**src/verilog/tpg_defs.svh**
```systemverilog
// Constants of the test pattern generator: selector codes, register map, fields and resets.
`ifndef TPG_DEFS_SVH
`define TPG_DEFS_SVH

`define TPG_SEL_NONE 3'h0
`define TPG_SEL_FIXED 3'h1
`define TPG_SEL_MOVE8 3'h2
`define TPG_SEL_MOVE12 3'h3
`define TPG_SEL_FEAT8 3'h4
`define TPG_SEL_FEAT12 3'h5
`define TPG_SEL_COLOR 3'h6

`define TPG_ADDR_CTRL 12'h000
`define TPG_ADDR_STATUS 12'h004
`define TPG_ADDR_FCNT 12'h008

`define TPG_CTRL_SEL_LSB 0
`define TPG_CTRL_SEL_MSB 2
`define TPG_STAT_ACT_LSB 0
`define TPG_STAT_ACT_MSB 2
`define TPG_STAT_BYP_BIT 4
`define TPG_FCNT_LSB 0
`define TPG_FCNT_MSB 15

`define TPG_SEL_RST 3'h0
`define TPG_FCNT_RST 16'h0000
`define TPG_IDX_RST 16'h0000

`endif

```
**src/verilog/tpg_pkg.sv**
```systemverilog
// Types shared by the test pattern generator modules.
`include "tpg_defs.svh"

package tpg_pkg;

    typedef struct packed {
        logic valid;
        logic sof;
        logic eol;
        logic [15:0] data;
    } tpg_pix_t;

    typedef struct packed {
        logic psel;
        logic penable;
        logic pwrite;
        logic [11:0] paddr;
        logic [31:0] pwdata;
    } tpg_apb_req_t;

    typedef struct packed {
        logic pready;
        logic pslverr;
        logic [31:0] prdata;
    } tpg_apb_rsp_t;

    typedef struct packed {
        logic [2:0] sel;
        logic [31:0] rdata;
        logic err;
    } tpg_regs_st_t;

    typedef struct packed {
        logic [2:0] active;
        logic [15:0] col;
        logic [15:0] row;
        logic [15:0] fcnt;
        logic [15:0] fused;
        logic out_byp;
        tpg_pix_t prc;
        tpg_pix_t stg;
        logic [15:0] stg_col;
        logic [15:0] stg_row;
        logic [15:0] stg_cnt;
        logic [2:0] stg_sel;
        tpg_pix_t out;
    } tpg_top_st_t;

endpackage : tpg_pkg

```
**src/verilog/tpg_top.sv**
```systemverilog
// Test pattern generator inserted between sensor stream and digital processing stage.
//
// Added by the designer: the placing of the registers and the APB register port.
`timescale 1ns/10ps
`default_nettype none
`include "tpg_defs.svh"

// Function
// - Selector picks off or one of six patterns; off passes sensor data unchanged.
// - Pattern pixels come from internal logic, never from sensor or converter data.
// - Gain, black level and exposure cannot influence pattern pixel values.
// - Patterns one, two, three and six bypass the digital processing stage.
// - Patterns four and five go through the digital processing stage.
// - Pattern one is column plus row modulo 256, stationary.
// - Pattern two is column plus row plus frame counter modulo 256.
// - Frame counter increments by one on each acquisition start.
// - Moving patterns shift one pixel right to left per acquisition.
// - Pattern three is column plus row plus counter modulo 4096.
// - Pattern four equals pattern two before processing.
// - Pattern five equals pattern three before processing.
// - Pattern six, colour variants only, is a moving YUV diagonal gradient.
// - Low resolution variant makes patterns three and five 10-bit.
module tpg_top #(
    parameter bit COLOR = 1'b1,
    parameter bit LOW_RES = 1'b0
) (
    // Clock and reset.
    input wire logic mclk,
    input wire logic rst,
    // Register bus.
    input wire tpg_pkg::tpg_apb_req_t apb_req,
    output tpg_pkg::tpg_apb_rsp_t apb_rsp,
    // Acquisition control.
    input wire logic acq_start,
    // Sensor pixel stream.
    input wire tpg_pkg::tpg_pix_t sens_pix,
    // Digital processing loop.
    output tpg_pkg::tpg_pix_t proc_pix,
    input wire tpg_pkg::tpg_pix_t proc_ret,
    // Transmitted stream and state.
    output tpg_pkg::tpg_pix_t out_pix,
    output logic [2:0] pattern_active,
    output logic proc_bypass
);

    tpg_pkg::tpg_top_st_t s_r;
    tpg_pkg::tpg_top_st_t s_nxt;
    logic [2:0] pattern_select;
    logic sof_now;
    logic [2:0] eff_sel;
    logic [15:0] cur_col;
    logic [15:0] cur_row;
    logic [15:0] cur_cnt;
    logic [15:0] gen_data;
    logic route_proc;

    tpg_apb_regs #(
        .COLOR(COLOR)
    ) u_regs (
        .mclk(mclk),
        .rst(rst),
        .apb_req(apb_req),
        .apb_rsp(apb_rsp),
        .active(s_r.active),
        .bypass(s_r.out_byp),
        .fcnt(s_r.fcnt),
        .sel(pattern_select)
    );

    tpg_pixel_gen #(
        .COLOR(COLOR),
        .LOW_RES(LOW_RES)
    ) u_gen (
        .sel(eff_sel),
        .col(cur_col),
        .row(cur_row),
        .cnt(cur_cnt),
        .data(gen_data)
    );

    // The first pixel of a frame already uses the newly selected pattern.
    assign sof_now = sens_pix.valid && sens_pix.sof;
    assign eff_sel = sof_now ? pattern_select : s_r.active;
    assign cur_col = sof_now ? `TPG_IDX_RST : s_r.col;
    assign cur_row = sof_now ? `TPG_IDX_RST : s_r.row;
    assign cur_cnt = sof_now ? s_r.fcnt : s_r.fused;
    assign route_proc = (eff_sel == `TPG_SEL_NONE) || (eff_sel == `TPG_SEL_FEAT8) ||
        (eff_sel == `TPG_SEL_FEAT12);

    always_comb begin
        s_nxt = s_r;
        if (sof_now) begin
            s_nxt.active = pattern_select;
            s_nxt.fused = s_r.fcnt;
            s_nxt.out_byp = !route_proc;
        end
        if (sens_pix.valid) begin
            if (sens_pix.eol) begin
                s_nxt.col = `TPG_IDX_RST;
                s_nxt.row = 16'(cur_row + 16'h0001);
            end else begin
                s_nxt.col = 16'(cur_col + 16'h0001);
                s_nxt.row = cur_row;
            end
        end
        if (acq_start) begin
            s_nxt.fcnt = 16'(s_r.fcnt + 16'h0001);
        end
        // With a pattern selected, only stream timing is taken from the sensor; analog settings act on
        // sensor data alone, which patterns discard.
        s_nxt.prc = sens_pix;
        s_nxt.prc.valid = sens_pix.valid && route_proc;
        if (eff_sel != `TPG_SEL_NONE) begin
            s_nxt.prc.data = gen_data;
        end
        s_nxt.stg = sens_pix;
        s_nxt.stg.valid = sens_pix.valid && !route_proc;
        s_nxt.stg.data = gen_data;
        s_nxt.stg_col = cur_col;
        s_nxt.stg_row = cur_row;
        s_nxt.stg_cnt = cur_cnt;
        s_nxt.stg_sel = eff_sel;
        s_nxt.out = s_r.out_byp ? s_r.stg : proc_ret;
    end

    always_ff @(posedge mclk or posedge rst) begin
        if (rst) begin
            s_r <= '0;
        end else begin
            s_r <= s_nxt;
        end
    end

    assign proc_pix = s_r.prc;
    assign out_pix = s_r.out;
    assign pattern_active = s_r.active;
    assign proc_bypass = s_r.out_byp;

    off_pass_a: assert property (
        @(posedge mclk) disable iff (rst)
        (sens_pix.valid && eff_sel == `TPG_SEL_NONE) |=>
            (s_r.prc.valid && s_r.prc.data == $past(sens_pix.data) && !s_r.stg.valid))
        else $error("Sensor data not passed when patterns are off.");

    no_sensor_a: assert property (
        @(posedge mclk) disable iff (rst)
        (sens_pix.valid && eff_sel != `TPG_SEL_NONE) |=>
            ((s_r.prc.valid ? s_r.prc.data : s_r.stg.data) == $past(gen_data)))
        else $error("Pattern pixel does not come from the generator.");

    bypass_route_a: assert property (
        @(posedge mclk) disable iff (rst)
        (sens_pix.valid && (eff_sel == `TPG_SEL_FIXED || eff_sel == `TPG_SEL_MOVE8 ||
            eff_sel == `TPG_SEL_MOVE12 || eff_sel == `TPG_SEL_COLOR)) |=>
            (s_r.stg.valid && !s_r.prc.valid))
        else $error("Bypass pattern was sent to processing.");

    proc_route_a: assert property (
        @(posedge mclk) disable iff (rst)
        (sens_pix.valid && (eff_sel == `TPG_SEL_FEAT8 || eff_sel == `TPG_SEL_FEAT12)) |=>
            (s_r.prc.valid && !s_r.stg.valid))
        else $error("Feature test pattern skipped processing.");

    proc_out_a: assert property (
        @(posedge mclk) disable iff (rst)
        (!s_r.out_byp) |=> (s_r.out == $past(proc_ret)))
        else $error("Processed stream not forwarded to output.");

    fixed_grad_a: assert property (
        @(posedge mclk) disable iff (rst)
        (s_r.stg.valid && s_r.stg_sel == `TPG_SEL_FIXED) |->
            (s_r.stg.data == {8'h00, 8'(s_r.stg_col + s_r.stg_row)}))
        else $error("Fixed gradient value wrong.");

    move_grad8_a: assert property (
        @(posedge mclk) disable iff (rst)
        (s_r.stg.valid && s_r.stg_sel == `TPG_SEL_MOVE8) |->
            (s_r.stg.data == {8'h00, 8'(s_r.stg_col + s_r.stg_row + s_r.stg_cnt)}))
        else $error("Moving 8-bit gradient value wrong.");

    feat_grad8_a: assert property (
        @(posedge mclk) disable iff (rst)
        (s_r.prc.valid && s_r.stg_sel == `TPG_SEL_FEAT8) |->
            (s_r.prc.data == {8'h00, 8'(s_r.stg_col + s_r.stg_row + s_r.stg_cnt)}))
        else $error("Feature 8-bit gradient value wrong.");

    grad12_a: assert property (
        @(posedge mclk) disable iff (rst)
        ((s_r.stg.valid && s_r.stg_sel == `TPG_SEL_MOVE12) ||
            (s_r.prc.valid && s_r.stg_sel == `TPG_SEL_FEAT12)) |->
            ((s_r.stg.valid ? s_r.stg.data : s_r.prc.data) == (LOW_RES ?
                {6'h00, 10'(s_r.stg_col + s_r.stg_row + s_r.stg_cnt)} :
                {4'h0, 12'(s_r.stg_col + s_r.stg_row + s_r.stg_cnt)})))
        else $error("Wide gradient value wrong.");

    fcnt_step_a: assert property (
        @(posedge mclk) disable iff (rst)
        acq_start |=> (s_r.fcnt == 16'($past(s_r.fcnt) + 16'h0001)))
        else $error("Frame counter did not advance on acquisition start.");

    fcnt_hold_a: assert property (
        @(posedge mclk) disable iff (rst)
        (!acq_start) |=> $stable(s_r.fcnt))
        else $error("Frame counter moved without acquisition start.");

    frame_shift_a: assert property (
        @(posedge mclk) disable iff (rst)
        (s_r.fused != $past(s_r.fused)) |-> $past(sof_now))
        else $error("Pattern offset changed inside a frame.");

    color_only_a: assert property (
        @(posedge mclk) disable iff (rst)
        (!COLOR) |-> (s_r.active != `TPG_SEL_COLOR))
        else $error("Colour pattern active on a mono variant.");

    origin_a: assert property (
        @(posedge mclk) disable iff (rst)
        sof_now |=> (s_r.stg_col == 16'h0000 && s_r.stg_row == 16'h0000))
        else $error("Frame does not start at the origin.");

    sel_frame_a: assert property (
        @(posedge mclk) disable iff (rst)
        (s_r.active != $past(s_r.active)) |-> $past(sof_now))
        else $error("Pattern changed inside a frame.");

    sel_write_a: assert property (
        @(posedge mclk) disable iff (rst)
        (apb_req.psel && apb_req.penable && apb_req.pwrite &&
            apb_req.paddr == `TPG_ADDR_CTRL && !apb_rsp.pslverr) |=>
            (pattern_select == $past(apb_req.pwdata[2:0])))
        else $error("Accepted selector write did not land.");

    sel_refuse_a: assert property (
        @(posedge mclk) disable iff (rst)
        (apb_req.psel && apb_req.penable && apb_rsp.pslverr) |=> $stable(pattern_select))
        else $error("Refused write changed the selector.");

    sel_legal_a: assert property (
        @(posedge mclk) disable iff (rst)
        (pattern_select <= `TPG_SEL_FEAT12) || (COLOR && pattern_select == `TPG_SEL_COLOR))
        else $error("Selector holds an undefined pattern code.");

    byp_choice_a: assert property (
        @(posedge mclk) disable iff (rst)
        sof_now |=> (s_r.out_byp == ($past(pattern_select) inside {`TPG_SEL_FIXED,
            `TPG_SEL_MOVE8, `TPG_SEL_MOVE12, `TPG_SEL_COLOR})))
        else $error("Bypass choice does not match the new pattern.");

    byp_out_a: assert property (
        @(posedge mclk) disable iff (rst)
        s_r.out_byp |=> (s_r.out == $past(s_r.stg)))
        else $error("Bypass stage not forwarded to output.");

    byp_quiet_a: assert property (
        @(posedge mclk) disable iff (rst)
        s_r.stg.valid |-> (s_r.out_byp && !s_r.prc.valid))
        else $error("Bypass pixel staged in a processing frame.");

    proc_hold_a: assert property (
        @(posedge mclk) disable iff (rst)
        s_r.out_byp |-> !s_r.prc.valid)
        else $error("Processing stage fed in a bypass frame.");

    byp_hold_a: assert property (
        @(posedge mclk) disable iff (rst)
        (!sof_now) |=> $stable(s_r.out_byp))
        else $error("Bypass route changed inside a frame.");

    pat_indep_a: assert property (
        @(posedge mclk) disable iff (rst)
        (sens_pix.valid && eff_sel != `TPG_SEL_NONE) |=>
            (s_r.stg.data == $past(gen_data) && s_r.stg.valid == !s_r.prc.valid))
        else $error("Pattern pixel lost or routed twice.");

    fused_latch_a: assert property (
        @(posedge mclk) disable iff (rst)
        sof_now |=> (s_r.fused == $past(s_r.fcnt) && s_r.stg_cnt == $past(s_r.fcnt)))
        else $error("Frame did not take the current frame count.");

    col_step_a: assert property (
        @(posedge mclk) disable iff (rst)
        (sens_pix.valid && !sens_pix.eol) |=>
            (s_r.col == 16'(s_r.stg_col + 16'h0001) && s_r.row == s_r.stg_row))
        else $error("Column index did not step.");

    line_wrap_a: assert property (
        @(posedge mclk) disable iff (rst)
        (sens_pix.valid && sens_pix.eol) |=>
            (s_r.col == 16'h0000 && s_r.row == 16'(s_r.stg_row + 16'h0001)))
        else $error("Line end did not move to the next row.");

    idx_hold_a: assert property (
        @(posedge mclk) disable iff (rst)
        (!sens_pix.valid) |=> ($stable(s_r.col) && $stable(s_r.row)))
        else $error("Pixel indices moved without a pixel.");

    color_grad_a: assert property (
        @(posedge mclk) disable iff (rst)
        (s_r.stg.valid && s_r.stg_sel == `TPG_SEL_COLOR) |->
            (s_r.stg.data[15:8] == 8'(s_r.stg_col + s_r.stg_row + s_r.stg_cnt) &&
            s_r.stg.data[7:0] == (s_r.stg_col[0] ?
                ~8'(s_r.stg_col - s_r.stg_row + s_r.stg_cnt) :
                8'(s_r.stg_col - s_r.stg_row + s_r.stg_cnt))))
        else $error("Colour gradient value wrong.");

endmodule : tpg_top

`default_nettype wire

```
**src/verilog/tpg_pixel_gen.sv**
```systemverilog
// Combinational pixel value generator for all synthetic patterns.
`timescale 1ns/10ps
`default_nettype none
`include "tpg_defs.svh"

module tpg_pixel_gen #(
    parameter bit COLOR = 1'b1,
    parameter bit LOW_RES = 1'b0
) (
    // Pattern and position.
    input wire logic [2:0] sel,
    input wire logic [15:0] col,
    input wire logic [15:0] row,
    input wire logic [15:0] cnt,
    // Generated value.
    output logic [15:0] data
);

    logic [15:0] sum_fix;
    logic [15:0] sum_mov;
    logic [15:0] chroma;

    always_comb begin
        sum_fix = 16'(col + row);
        sum_mov = 16'(col + row + cnt);
        chroma = 16'(col - row + cnt);
        data = 16'h0000;
        case (sel)
            `TPG_SEL_FIXED: data = {8'h00, sum_fix[7:0]};
            `TPG_SEL_MOVE8, `TPG_SEL_FEAT8: data = {8'h00, sum_mov[7:0]};
            `TPG_SEL_MOVE12, `TPG_SEL_FEAT12: begin
                if (LOW_RES) begin
                    data = {6'h00, sum_mov[9:0]};
                end else begin
                    data = {4'h0, sum_mov[11:0]};
                end
            end
            `TPG_SEL_COLOR: begin
                if (COLOR) begin
                    data = {sum_mov[7:0], col[0] ? ~chroma[7:0] : chroma[7:0]};
                end
            end
            default: data = 16'h0000;
        endcase
    end

endmodule : tpg_pixel_gen

`default_nettype wire

```
**src/verilog/tpg_apb_regs.sv**
```systemverilog
// APB register slave holding the pattern selector and showing generator state.
`timescale 1ns/10ps
`default_nettype none
`include "tpg_defs.svh"

module tpg_apb_regs #(
    parameter bit COLOR = 1'b1
) (
    // Clock and reset.
    input wire logic mclk,
    input wire logic rst,
    // APB.
    input wire tpg_pkg::tpg_apb_req_t apb_req,
    output tpg_pkg::tpg_apb_rsp_t apb_rsp,
    // Block state.
    input wire logic [2:0] active,
    input wire logic bypass,
    input wire logic [15:0] fcnt,
    output logic [2:0] sel
);

    tpg_pkg::tpg_regs_st_t s_r;
    tpg_pkg::tpg_regs_st_t s_nxt;
    logic sel_ok;

    assign sel_ok = (apb_req.pwdata[2:0] <= `TPG_SEL_FEAT12) ||
        (COLOR && apb_req.pwdata[2:0] == `TPG_SEL_COLOR);

    always_comb begin
        s_nxt = s_r;
        if (apb_req.psel && !apb_req.penable) begin
            s_nxt.err = 1'b0;
            case (apb_req.paddr)
                `TPG_ADDR_CTRL: begin
                    s_nxt.rdata = {29'h0, s_r.sel};
                    s_nxt.err = apb_req.pwrite && !sel_ok;
                end
                `TPG_ADDR_STATUS: begin
                    s_nxt.rdata = 32'h0;
                    s_nxt.rdata[`TPG_STAT_ACT_MSB:`TPG_STAT_ACT_LSB] = active;
                    s_nxt.rdata[`TPG_STAT_BYP_BIT] = bypass;
                end
                `TPG_ADDR_FCNT: s_nxt.rdata = {16'h0, fcnt};
                default: begin
                    s_nxt.rdata = 32'h0;
                    s_nxt.err = 1'b1;
                end
            endcase
        end
        if (apb_req.psel && apb_req.penable && apb_req.pwrite && !s_r.err &&
            apb_req.paddr == `TPG_ADDR_CTRL) begin
            s_nxt.sel = apb_req.pwdata[`TPG_CTRL_SEL_MSB:`TPG_CTRL_SEL_LSB];
        end
    end

    always_ff @(posedge mclk or posedge rst) begin
        if (rst) begin
            s_r <= '{sel: `TPG_SEL_RST, rdata: 32'h0, err: 1'b0};
        end else begin
            s_r <= s_nxt;
        end
    end

    assign sel = s_r.sel;
    assign apb_rsp.pready = 1'b1;
    assign apb_rsp.pslverr = apb_req.psel && apb_req.penable && s_r.err;
    assign apb_rsp.prdata = s_r.rdata;

endmodule : tpg_apb_regs

`default_nettype wire

```
**config.mk**
```make
export PLATFORM = sky130hd
export DESIGN_NAME = tpg_top
export DESIGN_NICKNAME = d
export VERILOG_FILES = /design/src/verilog/tpg_pkg.sv /design/src/verilog/tpg_top.sv /design/src/verilog/tpg_pixel_gen.sv /design/src/verilog/tpg_apb_regs.sv
export VERILOG_INCLUDE_DIRS = /design/src /design/src/verilog
export SDC_FILE = /design/constraint.sdc
export NUM_CORES = 1
export LEC_CHECK = 0
export BUFFER_PORTS_ARGS = -buffer_cell sky130_fd_sc_hd__buf_2
export CORE_UTILIZATION = 60
export CTS_CLUSTER_DIAMETER = 30
export DETAILED_ROUTE_END_ITERATION = 10
export PLACE_DENSITY_LB_ADDON = 0.2
export SKIP_CTS_REPAIR_TIMING = 1
export SLEW_MARGIN = 20
export SYNTH_ARGS = -nofsm -noshare
export SYNTH_HDL_FRONTEND = slang
export SYNTH_SLANG_ARGS = --single-unit
```
**constraint.sdc**
```tcl
create_clock -name mclk -period 8.8 [get_ports mclk]
set_input_delay 1.76 -clock mclk [delete_from_list [all_inputs] [get_ports mclk]]
set_output_delay 1.76 -clock mclk [all_outputs]
set_load 0.01 [all_outputs]
```
## After elaboration in Yosys (flattened, before gate mapping)

Index checks and enable logic that the tools add are counted.

| storage, ports and cells | value |
|---|---|
| register bits after elaboration | 155 |
| input bits | 88 |
| output and inout bits | 76 |
| word-level logic and storage cells | 71 |

| operators by class | value |
|---|---|
| add/subtract/negate cells | 7 |
| $lt $le $gt $ge | 1 |
| equality and inequality tests | 9 |
| multiplexer cells | 11 |
| bitwise operators | 1 |
| reductions and logical operators | 23 |

Operators with widths:

| cell | count |
|---|---|
| $pmux W16 S4 | 1 |
| $add A16 B1 Y16 const B | 3 |
| $mux W16 | 3 |
| $pmux W16 S3 | 1 |
| $mux W32 | 1 |
| $add A12 B12 Y12 | 2 |
| $mux W19 | 1 |
| $eq A12 B3 Y1 const B | 1 |
| $eq A12 B4 Y1 const B | 1 |
| $eq A3 B3 Y1 const B | 4 |
| $logic_not A12 Y1 | 1 |
| $mux W12 | 1 |
| $logic_and A1 B1 Y1 | 10 |
| $add A8 B8 Y8 | 1 |
| $mux W8 | 1 |
| $not A8 Y8 | 1 |
| $sub A8 B8 Y8 | 1 |
| $eq A3 B2 Y1 const B | 2 |
| $reduce_or A2 Y1 | 3 |
| $logic_not A1 Y1 | 4 |
| $eq A3 B1 Y1 const B | 1 |
| $le A3 B3 Y1 const B | 1 |
| $logic_not A3 Y1 | 1 |
| $logic_or A1 B1 Y1 | 3 |
| other kinds (3) | 3 |

## Longest topological paths before layout

| depth | value |
|---|---|
| word-level depth | 8 |
| mapped depth | 22 |
| mapped depth without buffers | 19 |

## Hierarchy

A second synthesis with hierarchy kept.

| unflattened totals | value |
|---|---|
| cells, all modules | 869 |
| area, all modules | 8936.1 µm² |

By module, submodules not included:

| module | instances | cells an instance | area each (µm²) | seq. area each (µm²) |
|---|---|---|---|---|
| tpg_top | 1 | 459 | 5582.9 | 3078.0 |
| tpg_pixel_gen | 1 | 273 | 2021.9 | 0.0 |
| tpg_apb_regs | 1 | 137 | 1331.3 | 500.5 |

## Least setup slack after synthesis

No wires, ideal clock.

| timing path | value |
|---|---|
| path kind | input to register |
| start | in sens_pix[18] in the netlist's numbering |
| end | reg s_r[81] in the netlist's numbering |
| setup time | 0.080 ns |
| arrival | 5.770 ns |
| required time | 8.720 ns |
| setup slack | 2.950 ns |
| cell stages on the path | 22 |
| cell sequence | buf_6 -> and2_2 -> clkbuf_2 -> buf_6 -> buf_6 -> nor2_1 -> ha_1 -> inv_1 -> ha_1 -> or2_2 -> a221oi_1 -> o22a_1 -> o31ai_1 -> a21oi_1 -> xnor2_1 -> ha_1 -> a21oi_1 -> o21ai_0 -> or3_1 -> a21oi_1 -> xnor3_1 -> o22ai_2 |

| on the way | value |
|---|---|
| cells in the longest elaborated chain, start to end | 5 |
| elaborated cells between the ends (all ways) | 16 |
| classes of those cells | add/sub: 2; eq/ne: 6; mux: 5; reduce/logical: 3 |

RTL lines:

| what | RTL line | source |
|---|---|---|
| start, declared | tpg_top.sv:36 | `input wire tpg_pkg::tpg_pix_t sens_pix,` |
| $logic_and A1 B1 Y1 * | tpg_top.sv:82 | `assign sof_now = sens_pix.valid && sens_pix.sof;` |
| $mux W16 (tied with other cells) | tpg_top.sv:84 | `` assign cur_col = sof_now ? `TPG_IDX_RST : s_r.col; `` |
| $add A12 B12 Y12 (tied with other cells) | tpg_pixel_gen.sv:25 | `sum_mov = 16'(col + row + cnt);` |
| $add A12 B12 Y12 or $reduce_or A2 Y1 (tied branches) | tpg_pixel_gen.sv:25, tpg_pixel_gen.sv:28 |  |
| $pmux W16 S4 * | tpg_pixel_gen.sv:28 | `case (sel)` |
| via gen_data[11] | tpg_top.sv:54 | `logic [15:0] gen_data;` |
| end signal, assigned | tpg_top.sv:130 | `s_r <= s_nxt;` |
| end, declared | tpg_top.sv:46 | `tpg_pkg::tpg_top_st_t s_r;` |

The timed path passes the listed nets; every way through them passes the cells marked *.
A chain may end at the register's enable or synchronous reset.

## Final worst setup path

Ends and elaborated chain as after synthesis.

==> flow_summary.json <==
{
  "cp-startpoint": "sens_pix[18]",
  "crit_path_end_kind": "flop",
  "synth.most_common_cell": "dfrtp_1",
  "synthArstFlopShare_pct": 100,
  "routed_wl_um": 16200,
  "synth_area_per_cell_sq_um": 10.2,
  "status": "finished, final reports clean",
  "cp.required_ns": 9.13,
  "r2r_setup_slack_ns": 4.26,
  "dpl_cell_area_sq_um": 7920,
  "die_h_um": 116,
  "stdcell_count": 1000,
  "p_per_area_nw_per_um2": 225,
  "h-tree-depth": 4,
  "holdCritPathClass": "flop to flop",
  "synth.distinct_cells": 72,
  "setup_viol": 0,
  "yosysWarnings": 0,
  "gp_congestion": 0.873,
  "clockRootBuffer": "clkbuf_16",
  "maxSlewViolCount": 0,
  "antenna_found_initial": 0,
  "overflow": 0,
  "path_clk_slew_ns": 0.06,
  "port_buffers": 117,
  "grt_setup_unrepaired": "false",
  "hold_viol": 0,
  "grt_max_degree": 81,
  "final_util_pct": 67.6,
  "holdPathStages": 1,
  "ir_worst_vdd_uv": 137,
  "ff2ff_path_depth": 17,
  "drtIter0Drc": 259,
  "crit_arrival_ns": 6.67,
  "skew_ns": 0.00959,
  "r2r-end": "s_r[81]$_DFF_PP0_",
  "via_per_inst": 5.37,
  "fmax_mhz": 158,
  "clk_latency_ns": 0.42,
  "syn_area_sq_um": 7750,
  "grt_pass1_wl_um": 25700,
  "period_share_pct": 72.1,
  "synthFlopType": "dfrtp_1",
  "io_pins": 164,
  "cp_max_fo": 26,
  "finalCriticalPeriod_ns": 6.34,
  "finalPower_mw": 1.92,
  "critPathLaunchType": "primary input",
  "grt.total_usage_pct": 25.4,
  "yosys-top-cells-count": "dfrtp_1 (131), buf_4 (78), nand2_1 (77)",
  "synth_top_area_share_pct": 42.3,
  "worstMarginPinSlew_ns": 0.990,
  "synth_area_leader_cell": "dfrtp_1",
  "grt_pass1_vias": 5130,
  "clkSinkCount": 131,
  "fin_ws_ns": 2.46,
  "max_cap_violations": 0,
  "place_ws_ns": 2.05,
  "dp_hpwl_um": 11900,
  "core_sq_um": 12600,
  "first_pass_iters": 5,
  "vias": 5372,
  "cts_buffer_depth": 2,
  "syn_to_final_growth_pct": 10.1,
  "ys_ff_latch": 131,
  "cts_tree": "done",
  "synth_area_leaders": "dfrtp_1 (42%), buf_4 (7.6%), ha_1 (6.9%)",
  "max_slew_margin_pct": 34.0,
  "hp-start": "s_r[73]$_DFF_PP0_",
  "drc": 0,
  "drt.antenna.violating_nets": 0,
  "critPathKind": "primary input to flop",
  "drive_above_1_share_pct": 25.5,
  "num_rows": 41,
  "timing.rr.start": "s_r[157]$_DFFE_PP0P_",
  "fin_nets": 948,
  "netlist_instances": 760,
  "wl_per_cell_um": 16.2,
  "placedCellCount": 968,
  "yosysSeqAreaShare_pct": 42.3,
  "n_antenna_cell": 0,
  "synth_edf_count": 0,
  "initial_utilization_pct": 61.5,
  "holdWs_ns": 0.477,
  "postLayoutCellArea_sq_um": 8530,
  "cts_buffers": 17,
  "die_x_um": 116,
  "power.leakage_nw": 4.27,
  "finalSetupTns_ns": 0,
  "min_to": "out_pix[3]$_DFF_PP0_",
  "dieArea_sq_um": 13400
}
-- per-layer routing --
| layer | global-route usage [%] | share of wire, % | vias up | wire length, um |
|---|---|---|---|---|
| li1 | - | - | 2639 | - |
| met4 | 7.78 | 1.1 | 0 | 183 |
| met1 | 32.5 | 45 | 2594 | 7210 |
| met2 | 43.3 | 50 | 119 | 8130 |
| met5 | 0 | 0 | - | 0 |
| met3 | 5.49 | 4.1 | 20 | 672 |
-- placed cells by master, fill, tap and decap left out, drive strengths merged, types with 22 or more instances in the layout --
master	instances
a21oi	22
buf	118
dfrtp	131
ha	43
inv	40
mux2	28
nand2	80
nand3	22
nor2	41
o21ai	32
xnor2	39
-- power breakdown --
| part | switching [mW] | internal (mW) | leakage, nW |
|---|---|---|---|
| logic | 0.278 | 0.225 | 2.26 |
| clock network | 0.274 | 0.456 | 0.295 |
| registers | 0.0385 | 0.646 | 1.71 |
-- worst max-delay path by stage --
stage,endpoint,slack [ns],cells past startpoint
6_report,s_r[81]$_DFF_PP0_,2.46,19
5_1_grt,s_r[81]$_DFF_PP0_,2.23,19
4_1_cts,s_r[81]$_DFF_PP0_,2.49,19
3_5_place_dp,s_r[81]$_DFF_PP0_,2.05,19
3_3_place_gp,s_r[81]$_DFF_PP0_,2.06,19
2_1_floorplan,s_r[81]$_DFF_PP0_,2.95,22
-- registers in the layout, summed over array words and instances (netlist names) --
register        count
u_regs.apb_rsp     16
s_r                71
pattern_active      3
u_regs.s_r          1
u_regs.sel          3
proc_pix           17
proc_bypass         1
out_pix            19
-- logic make-up (layout without fill, tap and decap cells) --
logic type	Yosys count	in the layout	synth area share (%)
and+or+nand+nor	214	214	14.0
AOI/OAI and AO/OA	136	136	12.8
buffers and inverters	134	187	10.9
DFF	131	131	42.3
xor gates and xnor gates	61	61	7.07
adders and majority gates	45	45	7.45
muxes	37	37	5.39
other	2	17	0.0968
-- layout make-up --
cell class,instances,area [sq um]
fillers,985,4090
flip-flops and latches,131,3280
well taps,172,215
inverters,37,141
multi-input cells,510,3690
clock buffers,18,439
clock inverters,14,178
repair buffers,118,593
-- worst max-delay path, stage by stage --
cell and delay [ns]:
buf_2 0.40, and2_2 0.56, nor2_1 0.17, ha_1 0.34, inv_1 0.05, ha_1 0.18, or2_2 0.32, a221oi_1 0.38
o22a_1 0.23, nor2_1 0.06, xnor2_1 0.29, ha_1 0.36, a21o_1 0.20, nand4_1 0.08, o21ai_0 0.09, or3_1 0.37
a21oi_1 0.16, xnor3_1 0.48, o22ai_2 0.16
Note: power is estimated with default switching activity, not from simulation.
